<file path="config.mk">
export PLATFORM = sky130hd
export DESIGN_NAME = gpa_port
export DESIGN_NICKNAME = d
export VERILOG_FILES = /design/src/pkg/gpa_pkg.sv /design/src/hw/gpa_sync.sv /design/src/hw/gpa_port.sv
export SDC_FILE = /design/constraint.sdc
export NUM_CORES = 1
export LEC_CHECK = 0
export BUFFER_PORTS_ARGS = -buffer_cell sky130_fd_sc_hd__buf_4
export CORE_ASPECT_RATIO = 0.9
export CORE_MARGIN = 8
export CORE_UTILIZATION = 40
export CTS_CLUSTER_SIZE = 20
export DETAILED_ROUTE_END_ITERATION = 16
export PLACE_DENSITY = 0.72
export SYNTH_ARGS = -nofsm -noshare
export SYNTH_HDL_FRONTEND = slang
export SYNTH_HIERARCHICAL = 1
export SYNTH_SLANG_ARGS = --single-unit
export TNS_END_PERCENT = 100
</file>
<file path="constraint.sdc">
create_clock -name clk_sys -period 1.3 [get_ports clk_sys]
set_input_delay 0.26 -clock clk_sys [delete_from_list [all_inputs] [get_ports clk_sys]]
set_output_delay 0.26 -clock clk_sys [all_outputs]
set_load 0.03 [all_outputs]
</file>
<file path="src/pkg/gpa_pkg.sv">
package gpa_pkg;

  // port geometry
  localparam int unsigned PORT_WIDTH   = 5;
  localparam int unsigned SHARED_BIT   = 4;
  localparam int unsigned ANALOG_PINS  = 4;
  localparam int unsigned CFG_WIDTH    = 4;

  // reset values
  localparam logic [4:0] DATA_RST     = 5'h00;
  localparam logic [4:0] DIR_RST      = 5'h1F;
  localparam logic [3:0] ANALOG_RST   = 4'hF;
  localparam logic [3:0] CFG_RST      = 4'h0;

  // core side access to the port
  typedef struct packed {
    logic       data_wr;
    logic [4:0] data_wmask;
    logic [4:0] data_wval;
    logic       dir_wr;
    logic [4:0] dir_wdata;
    logic       cfg_wr;
    logic [3:0] cfg_wdata;
  } gpa_core_req_s;

  // pin side drive
  typedef struct packed {
    logic [4:0] out;
    logic [4:0] oe;
  } gpa_pin_drv_s;

endpackage

</file>
<file path="src/hw/gpa_sync.sv">
`timescale 1ns/1ps
module gpa_sync #(
  parameter int unsigned WIDTH = 5
) (
  input  wire logic             clk_sys, // core clock
  input  wire logic             rst,     // async reset, active high
  input  wire logic [WIDTH-1:0] din,     // asynchronous pin levels
  output logic      [WIDTH-1:0] dout     // levels in clk_sys domain
);

  logic [WIDTH-1:0] meta_q;
  logic [WIDTH-1:0] meta_d;
  logic [WIDTH-1:0] dout_d;

  // a zero-width port leaves nothing to synchronise
  if (WIDTH == 0) begin : g_width_check
    $error("synchroniser width must be at least one");
  end

  // first stage is read only by the second stage
  always_comb begin
    meta_d = din;
    dout_d = meta_q;
  end

  always_ff @(posedge clk_sys or posedge rst) begin
    if (rst) begin
      meta_q <= '0;
      dout   <= '0;
    end else begin
      meta_q <= meta_d;
      dout   <= dout_d;
    end
  end

endmodule

</file>
<file path="src/hw/gpa_port.sv">
`timescale 1ns/1ps
module gpa_port (
  input  wire logic                  clk_sys,          // core clock, 100 MHz
  input  wire logic                  rst,              // power-on reset, async, active high
  input  wire gpa_pkg::gpa_core_req_s core_req,        // core writes, same clock
  input  wire logic                  timer_ext_clk_en, // timer owns the shared pin
  input  wire logic [4:0]            pin_in,           // raw pin levels
  output gpa_pkg::gpa_pin_drv_s      pin_drv,          // pin outputs and enables
  output logic [4:0]                 port_a_data,      // digital read value
  output logic [4:0]                 port_a_direction, // direction register
  output logic [4:0]                 port_a_latch,     // output latch contents
  output logic [3:0]                 analog_sel,       // pins routed to analog
  output logic                       timer_external_clock_input // synced timer clock
);

  // analog pins are assumed left as inputs by software

  logic [4:0] pins_sync;
  logic [4:0] latch_q;
  logic [4:0] latch_d;
  logic [4:0] dir_q;
  logic [4:0] dir_d;
  logic [3:0] cfg_q;
  logic [3:0] cfg_d;
  logic [3:0] analog_d;
  logic [4:0] rd_d;
  logic [4:0] drv_out_d;
  logic [4:0] drv_oe_d;
  logic       tclk_d;

  // pins cross into the core clock before anything reads them
  gpa_sync #(
    .WIDTH (gpa_pkg::PORT_WIDTH)
  ) u_sync (
    .clk_sys (clk_sys),
    .rst     (rst),
    .din     (pin_in),
    .dout    (pins_sync)
  );

  // the merge and drive logic below is written for exactly this pin count
  if (gpa_pkg::PORT_WIDTH != 5 || gpa_pkg::ANALOG_PINS != 4) begin : g_width_check
    $error("port geometry does not match the logic");
  end

  // register next values; config and direction writes are plain stores
  always_comb begin
    latch_d = latch_q;
    dir_d   = dir_q;
    cfg_d   = cfg_q;
    if (core_req.data_wr) begin
      latch_d = (pins_sync & ~core_req.data_wmask) |
                (core_req.data_wval & core_req.data_wmask);
    end
    if (core_req.dir_wr) begin
      dir_d = core_req.dir_wdata;
    end
    if (core_req.cfg_wr) begin
      cfg_d = core_req.cfg_wdata;
    end
  end

  // the latch, direction and config registers; direction resets to inputs
  always_ff @(posedge clk_sys or posedge rst) begin
    if (rst) begin
      latch_q <= gpa_pkg::DATA_RST;
      dir_q   <= gpa_pkg::DIR_RST;
      cfg_q   <= gpa_pkg::CFG_RST;
    end else begin
      latch_q <= latch_d;
      dir_q   <= dir_d;
      cfg_q   <= cfg_d;
    end
  end

  // pin drive and read path; config value zero means all analog
  always_comb begin
    // per-pin analog select, set bit means analog
    analog_d = ~cfg_q;
    // reads see pins, analog bits read zero
    rd_d = pins_sync & {1'b1, ~analog_d};
    drv_out_d = latch_q;
    drv_oe_d  = ~dir_q;
    drv_out_d[gpa_pkg::SHARED_BIT] = 1'b0;
    drv_oe_d[gpa_pkg::SHARED_BIT]  = ~dir_q[gpa_pkg::SHARED_BIT] &
                                     ~latch_q[gpa_pkg::SHARED_BIT];
    // timer owns pin four when enabled
    if (timer_ext_clk_en) begin
      drv_oe_d[gpa_pkg::SHARED_BIT] = 1'b0;
    end
    tclk_d = pins_sync[gpa_pkg::SHARED_BIT] & timer_ext_clk_en;
  end

  // all outputs leave from flip-flops; adds one cycle on the pins
  always_ff @(posedge clk_sys or posedge rst) begin
    if (rst) begin
      pin_drv                    <= '0;
      port_a_data                <= '0;
      port_a_direction           <= gpa_pkg::DIR_RST;
      port_a_latch               <= gpa_pkg::DATA_RST;
      analog_sel                 <= gpa_pkg::ANALOG_RST;
      timer_external_clock_input <= 1'b0;
    end else begin
      pin_drv.out                <= drv_out_d;
      pin_drv.oe                 <= drv_oe_d;
      port_a_data                <= rd_d;
      port_a_direction           <= dir_q;
      port_a_latch               <= latch_q;
      analog_sel                 <= analog_d;
      timer_external_clock_input <= tclk_d;
    end
  end

  property p_rmw;
    @(posedge clk_sys) disable iff (rst)
    core_req.data_wr |=> latch_q == (($past(pins_sync) & ~$past(core_req.data_wmask)) |
                         ($past(core_req.data_wval) & $past(core_req.data_wmask)));
  endproperty
  a_rmw: assert property (p_rmw) else $error("latch not merged from pins");

  property p_hiz;
    @(posedge clk_sys) disable iff (rst)
    (dir_q[0] && dir_q[3]) |=> !pin_drv.oe[0] && !pin_drv.oe[3];
  endproperty
  a_hiz: assert property (p_hiz) else $error("driver on while input");

  property p_drive;
    @(posedge clk_sys) disable iff (rst)
    !dir_q[1] |=> pin_drv.oe[1] && pin_drv.out[1] == $past(latch_q[1]);
  endproperty
  a_drive: assert property (p_drive) else $error("output pin not driven from latch");

  property p_read;
    @(posedge clk_sys) disable iff (rst)
    1'b1 |=> port_a_data[4] == $past(pins_sync[4]);
  endproperty
  a_read: assert property (p_read) else $error("read not from pin");

  property p_od;
    @(posedge clk_sys) disable iff (rst)
    1'b1 |=> !(pin_drv.oe[4] && pin_drv.out[4]) && !(pin_drv.oe[4] && $past(latch_q[4]));
  endproperty
  a_od: assert property (p_od) else $error("shared pin driven high");

  property p_analog_zero;
    @(posedge clk_sys) disable iff (rst)
    analog_sel[2] |-> port_a_data[2] == 1'b0;
  endproperty
  a_analog_zero: assert property (p_analog_zero) else $error("analog pin read nonzero");

  property p_cfg;
    @(posedge clk_sys) disable iff (rst)
    core_req.cfg_wr ##1 !core_req.cfg_wr |=> analog_sel == ~$past(cfg_q);
  endproperty
  a_cfg: assert property (p_cfg) else $error("analog select mismatch");

  property p_periph;
    @(posedge clk_sys) disable iff (rst)
    timer_ext_clk_en |=> !pin_drv.oe[4];
  endproperty
  a_periph: assert property (p_periph) else $error("port drives timer pin");

  property p_dir_analog;
    @(posedge clk_sys) disable iff (rst)
    (analog_sel[0] && !dir_q[0]) |=> pin_drv.oe[0];
  endproperty
  a_dir_analog: assert property (p_dir_analog) else $error("direction ignored");

  property p_latch_hold;
    @(posedge clk_sys) disable iff (rst)
    !core_req.data_wr |=> $stable(latch_q);
  endproperty
  a_latch_hold: assert property (p_latch_hold) else $error("latch changed");

  property p_dir_reset;
    @(posedge clk_sys) $fell(rst) |-> dir_q == gpa_pkg::DIR_RST;
  endproperty
  a_dir_reset: assert property (p_dir_reset) else $error("direction not reset");

  property p_od_low;
    @(posedge clk_sys) disable iff (rst)
    pin_drv.oe[4] |-> !pin_drv.out[4];
  endproperty
  a_od_low: assert property (p_od_low) else $error("shared pin output not low");

  property p_od_release;
    @(posedge clk_sys) disable iff (rst)
    latch_q[4] |=> !pin_drv.oe[4];
  endproperty
  a_od_release: assert property (p_od_release) else $error("shared pin not released");

  property p_dir_mirror;
    @(posedge clk_sys) disable iff (rst)
    1'b1 |=> port_a_direction == $past(dir_q);
  endproperty
  a_dir_mirror: assert property (p_dir_mirror) else $error("direction copy stale");

  property p_latch_mirror;
    @(posedge clk_sys) disable iff (rst)
    1'b1 |=> port_a_latch == $past(latch_q);
  endproperty
  a_latch_mirror: assert property (p_latch_mirror) else $error("latch copy stale");

  property p_dir_write;
    @(posedge clk_sys) disable iff (rst)
    core_req.dir_wr |=> dir_q == $past(core_req.dir_wdata);
  endproperty
  a_dir_write: assert property (p_dir_write) else $error("direction write lost");

  property p_cfg_write;
    @(posedge clk_sys) disable iff (rst)
    core_req.cfg_wr |=> cfg_q == $past(core_req.cfg_wdata);
  endproperty
  a_cfg_write: assert property (p_cfg_write) else $error("config write lost");

  property p_tclk_gate;
    @(posedge clk_sys) disable iff (rst)
    !timer_ext_clk_en |=> !timer_external_clock_input;
  endproperty
  a_tclk_gate: assert property (p_tclk_gate) else $error("timer clock leaks");

  property p_tclk_follow;
    @(posedge clk_sys) disable iff (rst)
    timer_ext_clk_en |=> timer_external_clock_input == $past(pins_sync[4]);
  endproperty
  a_tclk_follow: assert property (p_tclk_follow) else $error("timer clock not from pin");

  property p_read_digital;
    @(posedge clk_sys) disable iff (rst)
    cfg_q[3] |=> port_a_data[3] == $past(pins_sync[3]);
  endproperty
  a_read_digital: assert property (p_read_digital) else $error("digital read wrong");

  property p_out_follow;
    @(posedge clk_sys) disable iff (rst)
    1'b1 |=> pin_drv.out[3:0] == $past(latch_q[3:0]);
  endproperty
  a_out_follow: assert property (p_out_follow) else $error("pin output not latch");

  property p_oe_follow;
    @(posedge clk_sys) disable iff (rst)
    1'b1 |=> pin_drv.oe[3:0] == ~$past(dir_q[3:0]);
  endproperty
  a_oe_follow: assert property (p_oe_follow) else $error("enable not from direction");

  property p_analog_mask;
    @(posedge clk_sys) disable iff (rst)
    !cfg_q[0] |=> port_a_data[0] == 1'b0;
  endproperty
  a_analog_mask: assert property (p_analog_mask) else $error("analog bit not masked");

  property p_latch_write;
    @(posedge clk_sys) disable iff (rst)
    (core_req.data_wr && core_req.data_wmask == 5'h1F) |=> latch_q == $past(core_req.data_wval);
  endproperty
  a_latch_write: assert property (p_latch_write) else $error("latch write lost");

  c_write: cover property (@(posedge clk_sys) disable iff (rst) core_req.data_wr);
  c_analog_out: cover property (@(posedge clk_sys) disable iff (rst) analog_sel[0] && pin_drv.oe[0]);
  c_output: cover property (@(posedge clk_sys) disable iff (rst) pin_drv.oe[0]);
  c_digital: cover property (@(posedge clk_sys) disable iff (rst) !analog_sel[1] && port_a_data[1]);
  c_timer: cover property (@(posedge clk_sys) disable iff (rst) timer_external_clock_input);

endmodule

</file>
==> impl_metrics.yaml, run 1 <==
outcome:
  run_status: "finished, final reports clean"
hold_path:
  worst_hold_startpoint: "pin_in[2]"
  timing.hold.worst_endpoint: "u_sync/dout_d[2]"
  min_path_type: "input pin to register"
  min_path_cells: 1
final_layout:
  instances_no_fill: 212
  count_of_antenna_diodes_in_the_layout: 0
  final.fill_count: 322
  areaGrowthSynthToFinish_pct: 35.3
  design.final.nets: 195
  final-seq-area_um2: 1240
  multi_input_area_um2: 219
  final_layout_size_suffix_gt1_frac: 0.476
cts:
  htree_num_levels: 2
  cts_root_buffer: "clkbuf_8"
  cts_hold_buffers: 1
  cts_made_buffers: 5
  ctsResizeCount: 0
  cts.clk_slew.worst_paths_ps: 80
  worst_skew_pair.late_latency_ps: 280
  cts_tree: "done"
  post-cts-setup-buffer-count: 0
  cts_sinks: 49
  cts_max_path_buffers: 2
timing:
  final.min_clock_period_ps: 1220
  setup_tns_ps: 0
  count_of_final_hold_check_violations: 0
  hold_ws_ps: 82.6
  final.setup_skew_ps: 3.67
  setup_violations: 0
  post-route-worst-setup-slack_ps: 79.9
  highest_achievable_clock_rate_mhz: 820
  final.period_utilization: 0.939
  rsz_0062_raised_after_global_routing: "no"
  report.final.slew_viol_count: 0
drt:
  postRouteAntennaNets: 0
  route.detailed.wl_per_inst_um: 14.0
  drtPass1Iterations: 4
  drc_errors: 0
  num_vias: 912
  routed_wirelength_um: 2960
  drt-initial-drc-count: 49
  route.detailed.vias_per_inst: 4.30
power_and_ir_drop:
  p_per_area_nw_per_um2: 1430
  total_power_consumption_of_the_routed_design_uw: 3020
  max-vdd-ir-drop_mv: 0.637
  p_leak_uw: 0.00104
place:
  place_worst_setup_slack_ps: 383
  dp_hpwl_um: 2360
  placed_cells: 203
  place.port_buffers: 58
  gp_congestion: 0.774
die:
  dieHeight_um: 75.1
  initial_utilization: 0.416
  dieArea_um2: 6140
  top_level_ports: 60
  die_w_um: 81.7
  floorplan.core_area_um2: 3730
  rows: 21
grt:
  globalRoute.totalOverflow: 0
  global_route.usage.total: 0.0987
  maximum_number_of_pins_on_one_net_before_global_route_repair: 40
  grt_first_pass_wirelength_um: 4570
  antenna_found_initial: 0
  first_global_vias: 1014
worst_setup_path:
  timing.reg2reg.setup_slack_ps: 500
  reg2regPathDepth: 2
  timing.critical_path.slowest_stage_cell: "dfstp_2"
  critical_path.endpoint_type: "output port"
  crit_buf_inv: 1
  timing.critical_path.slowest_cell_delay_ps: 530
  worst-setup-path-type: "register to output port"
  crit-reg2reg-capture: "dir_q[2]"
  largest_driver_fanout_on_the_critical_path: 1
  timing.critical_path.cells: "buf_4"
  worst-endpoint-required_ps: 1040
  start_kind: "register"
  worst_r2r_src: "dir_q[2]"
  cp_data_arrival_time_ps: 960
  cp_top_family: "flip-flops"
yosys:
  syn_area_um2: 1550
  postSynthRegisterBits: 49
  post_synth.cell_area_avg_um2: 14.8
  synth.yosys.warnings: 6
  synth_nets: 135
  synth_cell_type_count: 15
  synth-seq-area-share: 0.800
  gate_count_post_synth: 105
flow_run:
  maxCapViolations: 0
## cell usage in the layout, fill, tap and decap left out
cell and n:
o21ai_0 8, dfstp_2 14, dfrtp_1 35, clkbuf_1 3
dlygate4sd3_1 1, a21oi_1 5, inv_1 10, nor2_1 5
buf_4 58, buf_12 1, mux2i_1 5, clkbuf_8 5
nor3_1 1, and2_1 5, nand2_1 8, mux2_4 1
conb_1 1
## registers in the layout (all words and copies together) (netlist names)
| signal | cells |
|---|---|
| u_sync/dout_d | 5 |
| port_a_latch | 5 |
| pin_drv | 5 |
| cfg_q | 4 |
| timer_external_clock_input | 1 |
| dir_q | 5 |
| latch_q | 5 |
| u_sync/dout | 5 |
| analog_sel | 4 |
| port_a_data | 5 |
| port_a_direction | 5 |
## cell families (layout without fill, tap and decap cells)
logic type | count (synthesis) | count (layout) | share of synthesized area
flip-flops | 49 | 49 | 0.800
AND/OR/NAND/NOR | 19 | 19 | 0.0547
buffers and inverters | 17 | 78 | 0.0588
AO/OA/AOI/OAI | 13 | 13 | 0.0419
multiplexers | 6 | 6 | 0.0419
other | 1 | 1 | 0.00241
## synth_stat cells (all sizes together)
cell type | count | share of area
a21oi | 5 | 0.016
and2 | 5 | 0.020
buf | 7 | 0.035
conb | 1 | 0.0024
dfrtp | 35 | 0.56
dfstp | 14 | 0.24
inv | 10 | 0.024
mux2 | 1 | 0.0097
mux2i | 5 | 0.032
nand2 | 8 | 0.019
nor2 | 5 | 0.012
nor3 | 1 | 0.0032
o21ai | 8 | 0.026
## final cells by class
cell class / instances / share of cell area
sequential: 49 / 0.591
clock buffer: 8 / 0.0381
multi-input combinational: 39 / 0.104
timing repair buffer: 60 / 0.221
inverter: 10 / 0.0178
tap: 46 / 0.0274
## routing by layer
layer / vias up / track usage / routed length, um
met4: 0 / 0.0486 / 45
li1: 440 / - / -
met3: 4 / 0.0251 / 236
met2: 34 / 0.184 / 1670
met1: 434 / 0.0996 / 1010
met5: - / 0 / 0
## power breakdown
group / switching (uW) / total (uW) / internal, uW
clock: 421 / 804 / 382
combinational: 288 / 485 / 197
sequential: 50.5 / 1730 / 1680
total: 760 / 3020 / 2260
## how the worst max path moves through the flow
stage / slack (ps) / end / from / cells past startpoint
after floorplan: 170 / cfg_q[0] / rst / 1
after global placement: 400 / analog_sel[1] / analog_sel[1] / 1
after detailed placement: 380 / port_a_direction[2] / port_a_direction[2] / 1
after CTS: 70 / port_a_direction[2] / port_a_direction[2] / 1
after global routing: 50 / port_a_direction[2] / port_a_direction[2] / 1
final: 80 / analog_sel[3] / analog_sel[3] / 1
## stage by stage
stage | instance area [um2] | utilization
floorplan | 1550 | -
global placement | 2010 | 0.540
detailed placement | 2010 | 0.540
CTS | 2100 | 0.564
global route | 2100 | 0.564
finish | 2100 | 0.564
Power figures use the tool's default switching activity.
==> inputs of run 2 (changes only) <==
Settings changed: CTS_BUF_LIST set to sky130_fd_sc_hd__clkbuf_4 sky130_fd_sc_hd__clkbuf_8, REMOVE_ABC_BUFFERS set to 1.
==> run 2 against run 1 <==
  * Register-to-register slack lost 20 ps
  * Clock power grew 15%
  * Wire length shrank 0.24%
  * Setup slack lost 9.3 ps
  * Critical path depth is the same
  * Largest cell class unchanged
  * First-iteration DRC count grew 16%
  * Final area grew 1.0%
  * Via count shrank 1.9%
  * Power grew 4.1%
  * Global-route usage shrank 0.26 points
==> impl_metrics.yaml, run 2 (synthesis gave the netlist of run 1 again) <==
outcome:
  run_status: "finished, final reports clean"
worst_setup_path:
  reg2regPathDepth: 2
  timing.critical_path.cells: "buf_4"
  start_kind: "register"
  timing.critical_path.slowest_cell_delay_ps: 530
  worst_r2r_src: "dir_q[1]"
  cp_top_family: "flip-flops"
  worst-endpoint-required_ps: 1040
  cp_data_arrival_time_ps: 970
  timing.reg2reg.setup_slack_ps: 480
  timing.critical_path.slowest_stage_cell: "dfstp_2"
  worst-setup-path-type: "register to output port"
  largest_driver_fanout_on_the_critical_path: 1
  crit-reg2reg-capture: "dir_q[1]"
  crit_buf_inv: 1
  critical_path.endpoint_type: "output port"
final_layout:
  instances_no_fill: 212
  final_common_cell: "buf_4"
  count_of_antenna_diodes_in_the_layout: 0
  final.fill_count: 310
  areaGrowthSynthToFinish_pct: 36.7
  layout.cells.most_common_list: "buf_4, dfrtp_1, dfstp_2, inv_1"
  design.final.nets: 195
  final_layout_size_suffix_gt1_frac: 0.494
grt:
  grt_first_pass_wirelength_um: 4410
  maximum_number_of_pins_on_one_net_before_global_route_repair: 40
  globalRoute.totalOverflow: 0
  antenna_found_initial: 0
  first_global_vias: 983
  global_route.usage.total: 0.0961
cts:
  cts_sinks: 49
  cts_made_buffers: 5
  post-cts-setup-buffer-count: 0
  htree_num_levels: 2
  cts_tree: "done"
  worst_skew_pair.late_latency_ps: 290
  cts_hold_buffers: 1
  cts.clk_slew.worst_paths_ps: 80
  cts_max_path_buffers: 2
  cts_root_buffer: "clkbuf_8"
  ctsResizeCount: 0
timing:
  final.period_utilization: 0.946
  highest_achievable_clock_rate_mhz: 813
  hold_ws_ps: 71.9
  setup_violations: 0
  final.setup_skew_ps: 3.55
  final.min_clock_period_ps: 1230
  report.final.slew_viol_count: 0
  count_of_final_hold_check_violations: 0
  setup_tns_ps: 0
  rsz_0062_raised_after_global_routing: "no"
place:
  place.port_buffers: 58
  gp_congestion: 0.686
  dp_hpwl_um: 2340
  placed_cells: 203
drt:
  drt-initial-drc-count: 57
  postRouteAntennaNets: 0
  drtPass1Iterations: 2
  drc_errors: 0
  routed_wirelength_um: 2960
  route.detailed.vias_per_inst: 4.22
  num_vias: 895
  route.detailed.wl_per_inst_um: 13.9
power_and_ir_drop:
  max-vdd-ir-drop_mv: 0.944
  p_per_area_nw_per_um2: 1480
  total_power_consumption_of_the_routed_design_uw: 3140
  p_leak_uw: 0.00105
die:
  floorplan.core_area_um2: 3730
  die_w_um: 81.7
  dieArea_um2: 6140
  dieHeight_um: 75.1
  rows: 21
  top_level_ports: 60
  initial_utilization: 0.416
hold_path:
  min_path_type: "input pin to register"
  worst_hold_startpoint: "pin_in[4]"
  timing.hold.worst_endpoint: "u_sync/dout_d[4]"
  min_path_cells: 1
flow_run:
  maxCapViolations: 0
[run 2: cell types whose count changed in the layout (fill, tap and decap cells not counted), sizes merged]
cell / previous run / this run
clkbuf: 8 / 7
clkinv: 0 / 1
[run 2: worst max-delay path by stage]
stage,endpoint,cells after the start,from,slack (ps)
5_1_grt,analog_sel[0],1,analog_sel[0],50
6_report,port_a_direction[3],1,port_a_direction[3],70
3_5_place_dp,port_a_direction[3],1,port_a_direction[3],390
2_1_floorplan,cfg_q[0],1,rst,170
3_3_place_gp,analog_sel[3],1,analog_sel[3],400
4_1_cts,port_a_direction[3],1,port_a_direction[3],60
[run 2: where the power goes]
group	switching, uW	total (uW)	internal [uW]	leakage, uW
Combinational	287	485	197	0.000439
Clock	448	928	481	0.0000542
Sequential	51.5	1730	1680	0.000559
Total	787	3140	2350	0.00105
[run 2: metal layers]
layer / share of wire / up-vias / track usage
li1: - / 439 / -
met1: 0.37 / 423 / 0.0964
met2: 0.53 / 29 / 0.166
met3: 0.080 / 4 / 0.0370
met4: 0.017 / 0 / 0.0584
met5: 0 / - / 0
[run 2: area by class of cell]
| cell class | count | area (um2) | area share |
|---|---|---|---|
| inverters | 10 | 37.5 | 0.0177 |
| repair buffers | 60 | 465 | 0.219 |
| clock inverters | 1 | 5.00 | 0.00236 |
| multi-input cells | 39 | 219 | 0.103 |
| clock buffers | 7 | 96.3 | 0.0453 |
| well taps | 46 | 57.6 | 0.0271 |
| flip-flops and latches | 49 | 1240 | 0.585 |
[run 2: stage by stage]
step	instance area, um2	utilization	worst slack, ps
detailed placement	2010	0.540	387
global route	2120	0.569	45.2
global placement	2010	0.540	398
CTS	2120	0.569	61.4
floorplan	1500	-	174
finish	2120	0.569	70.6
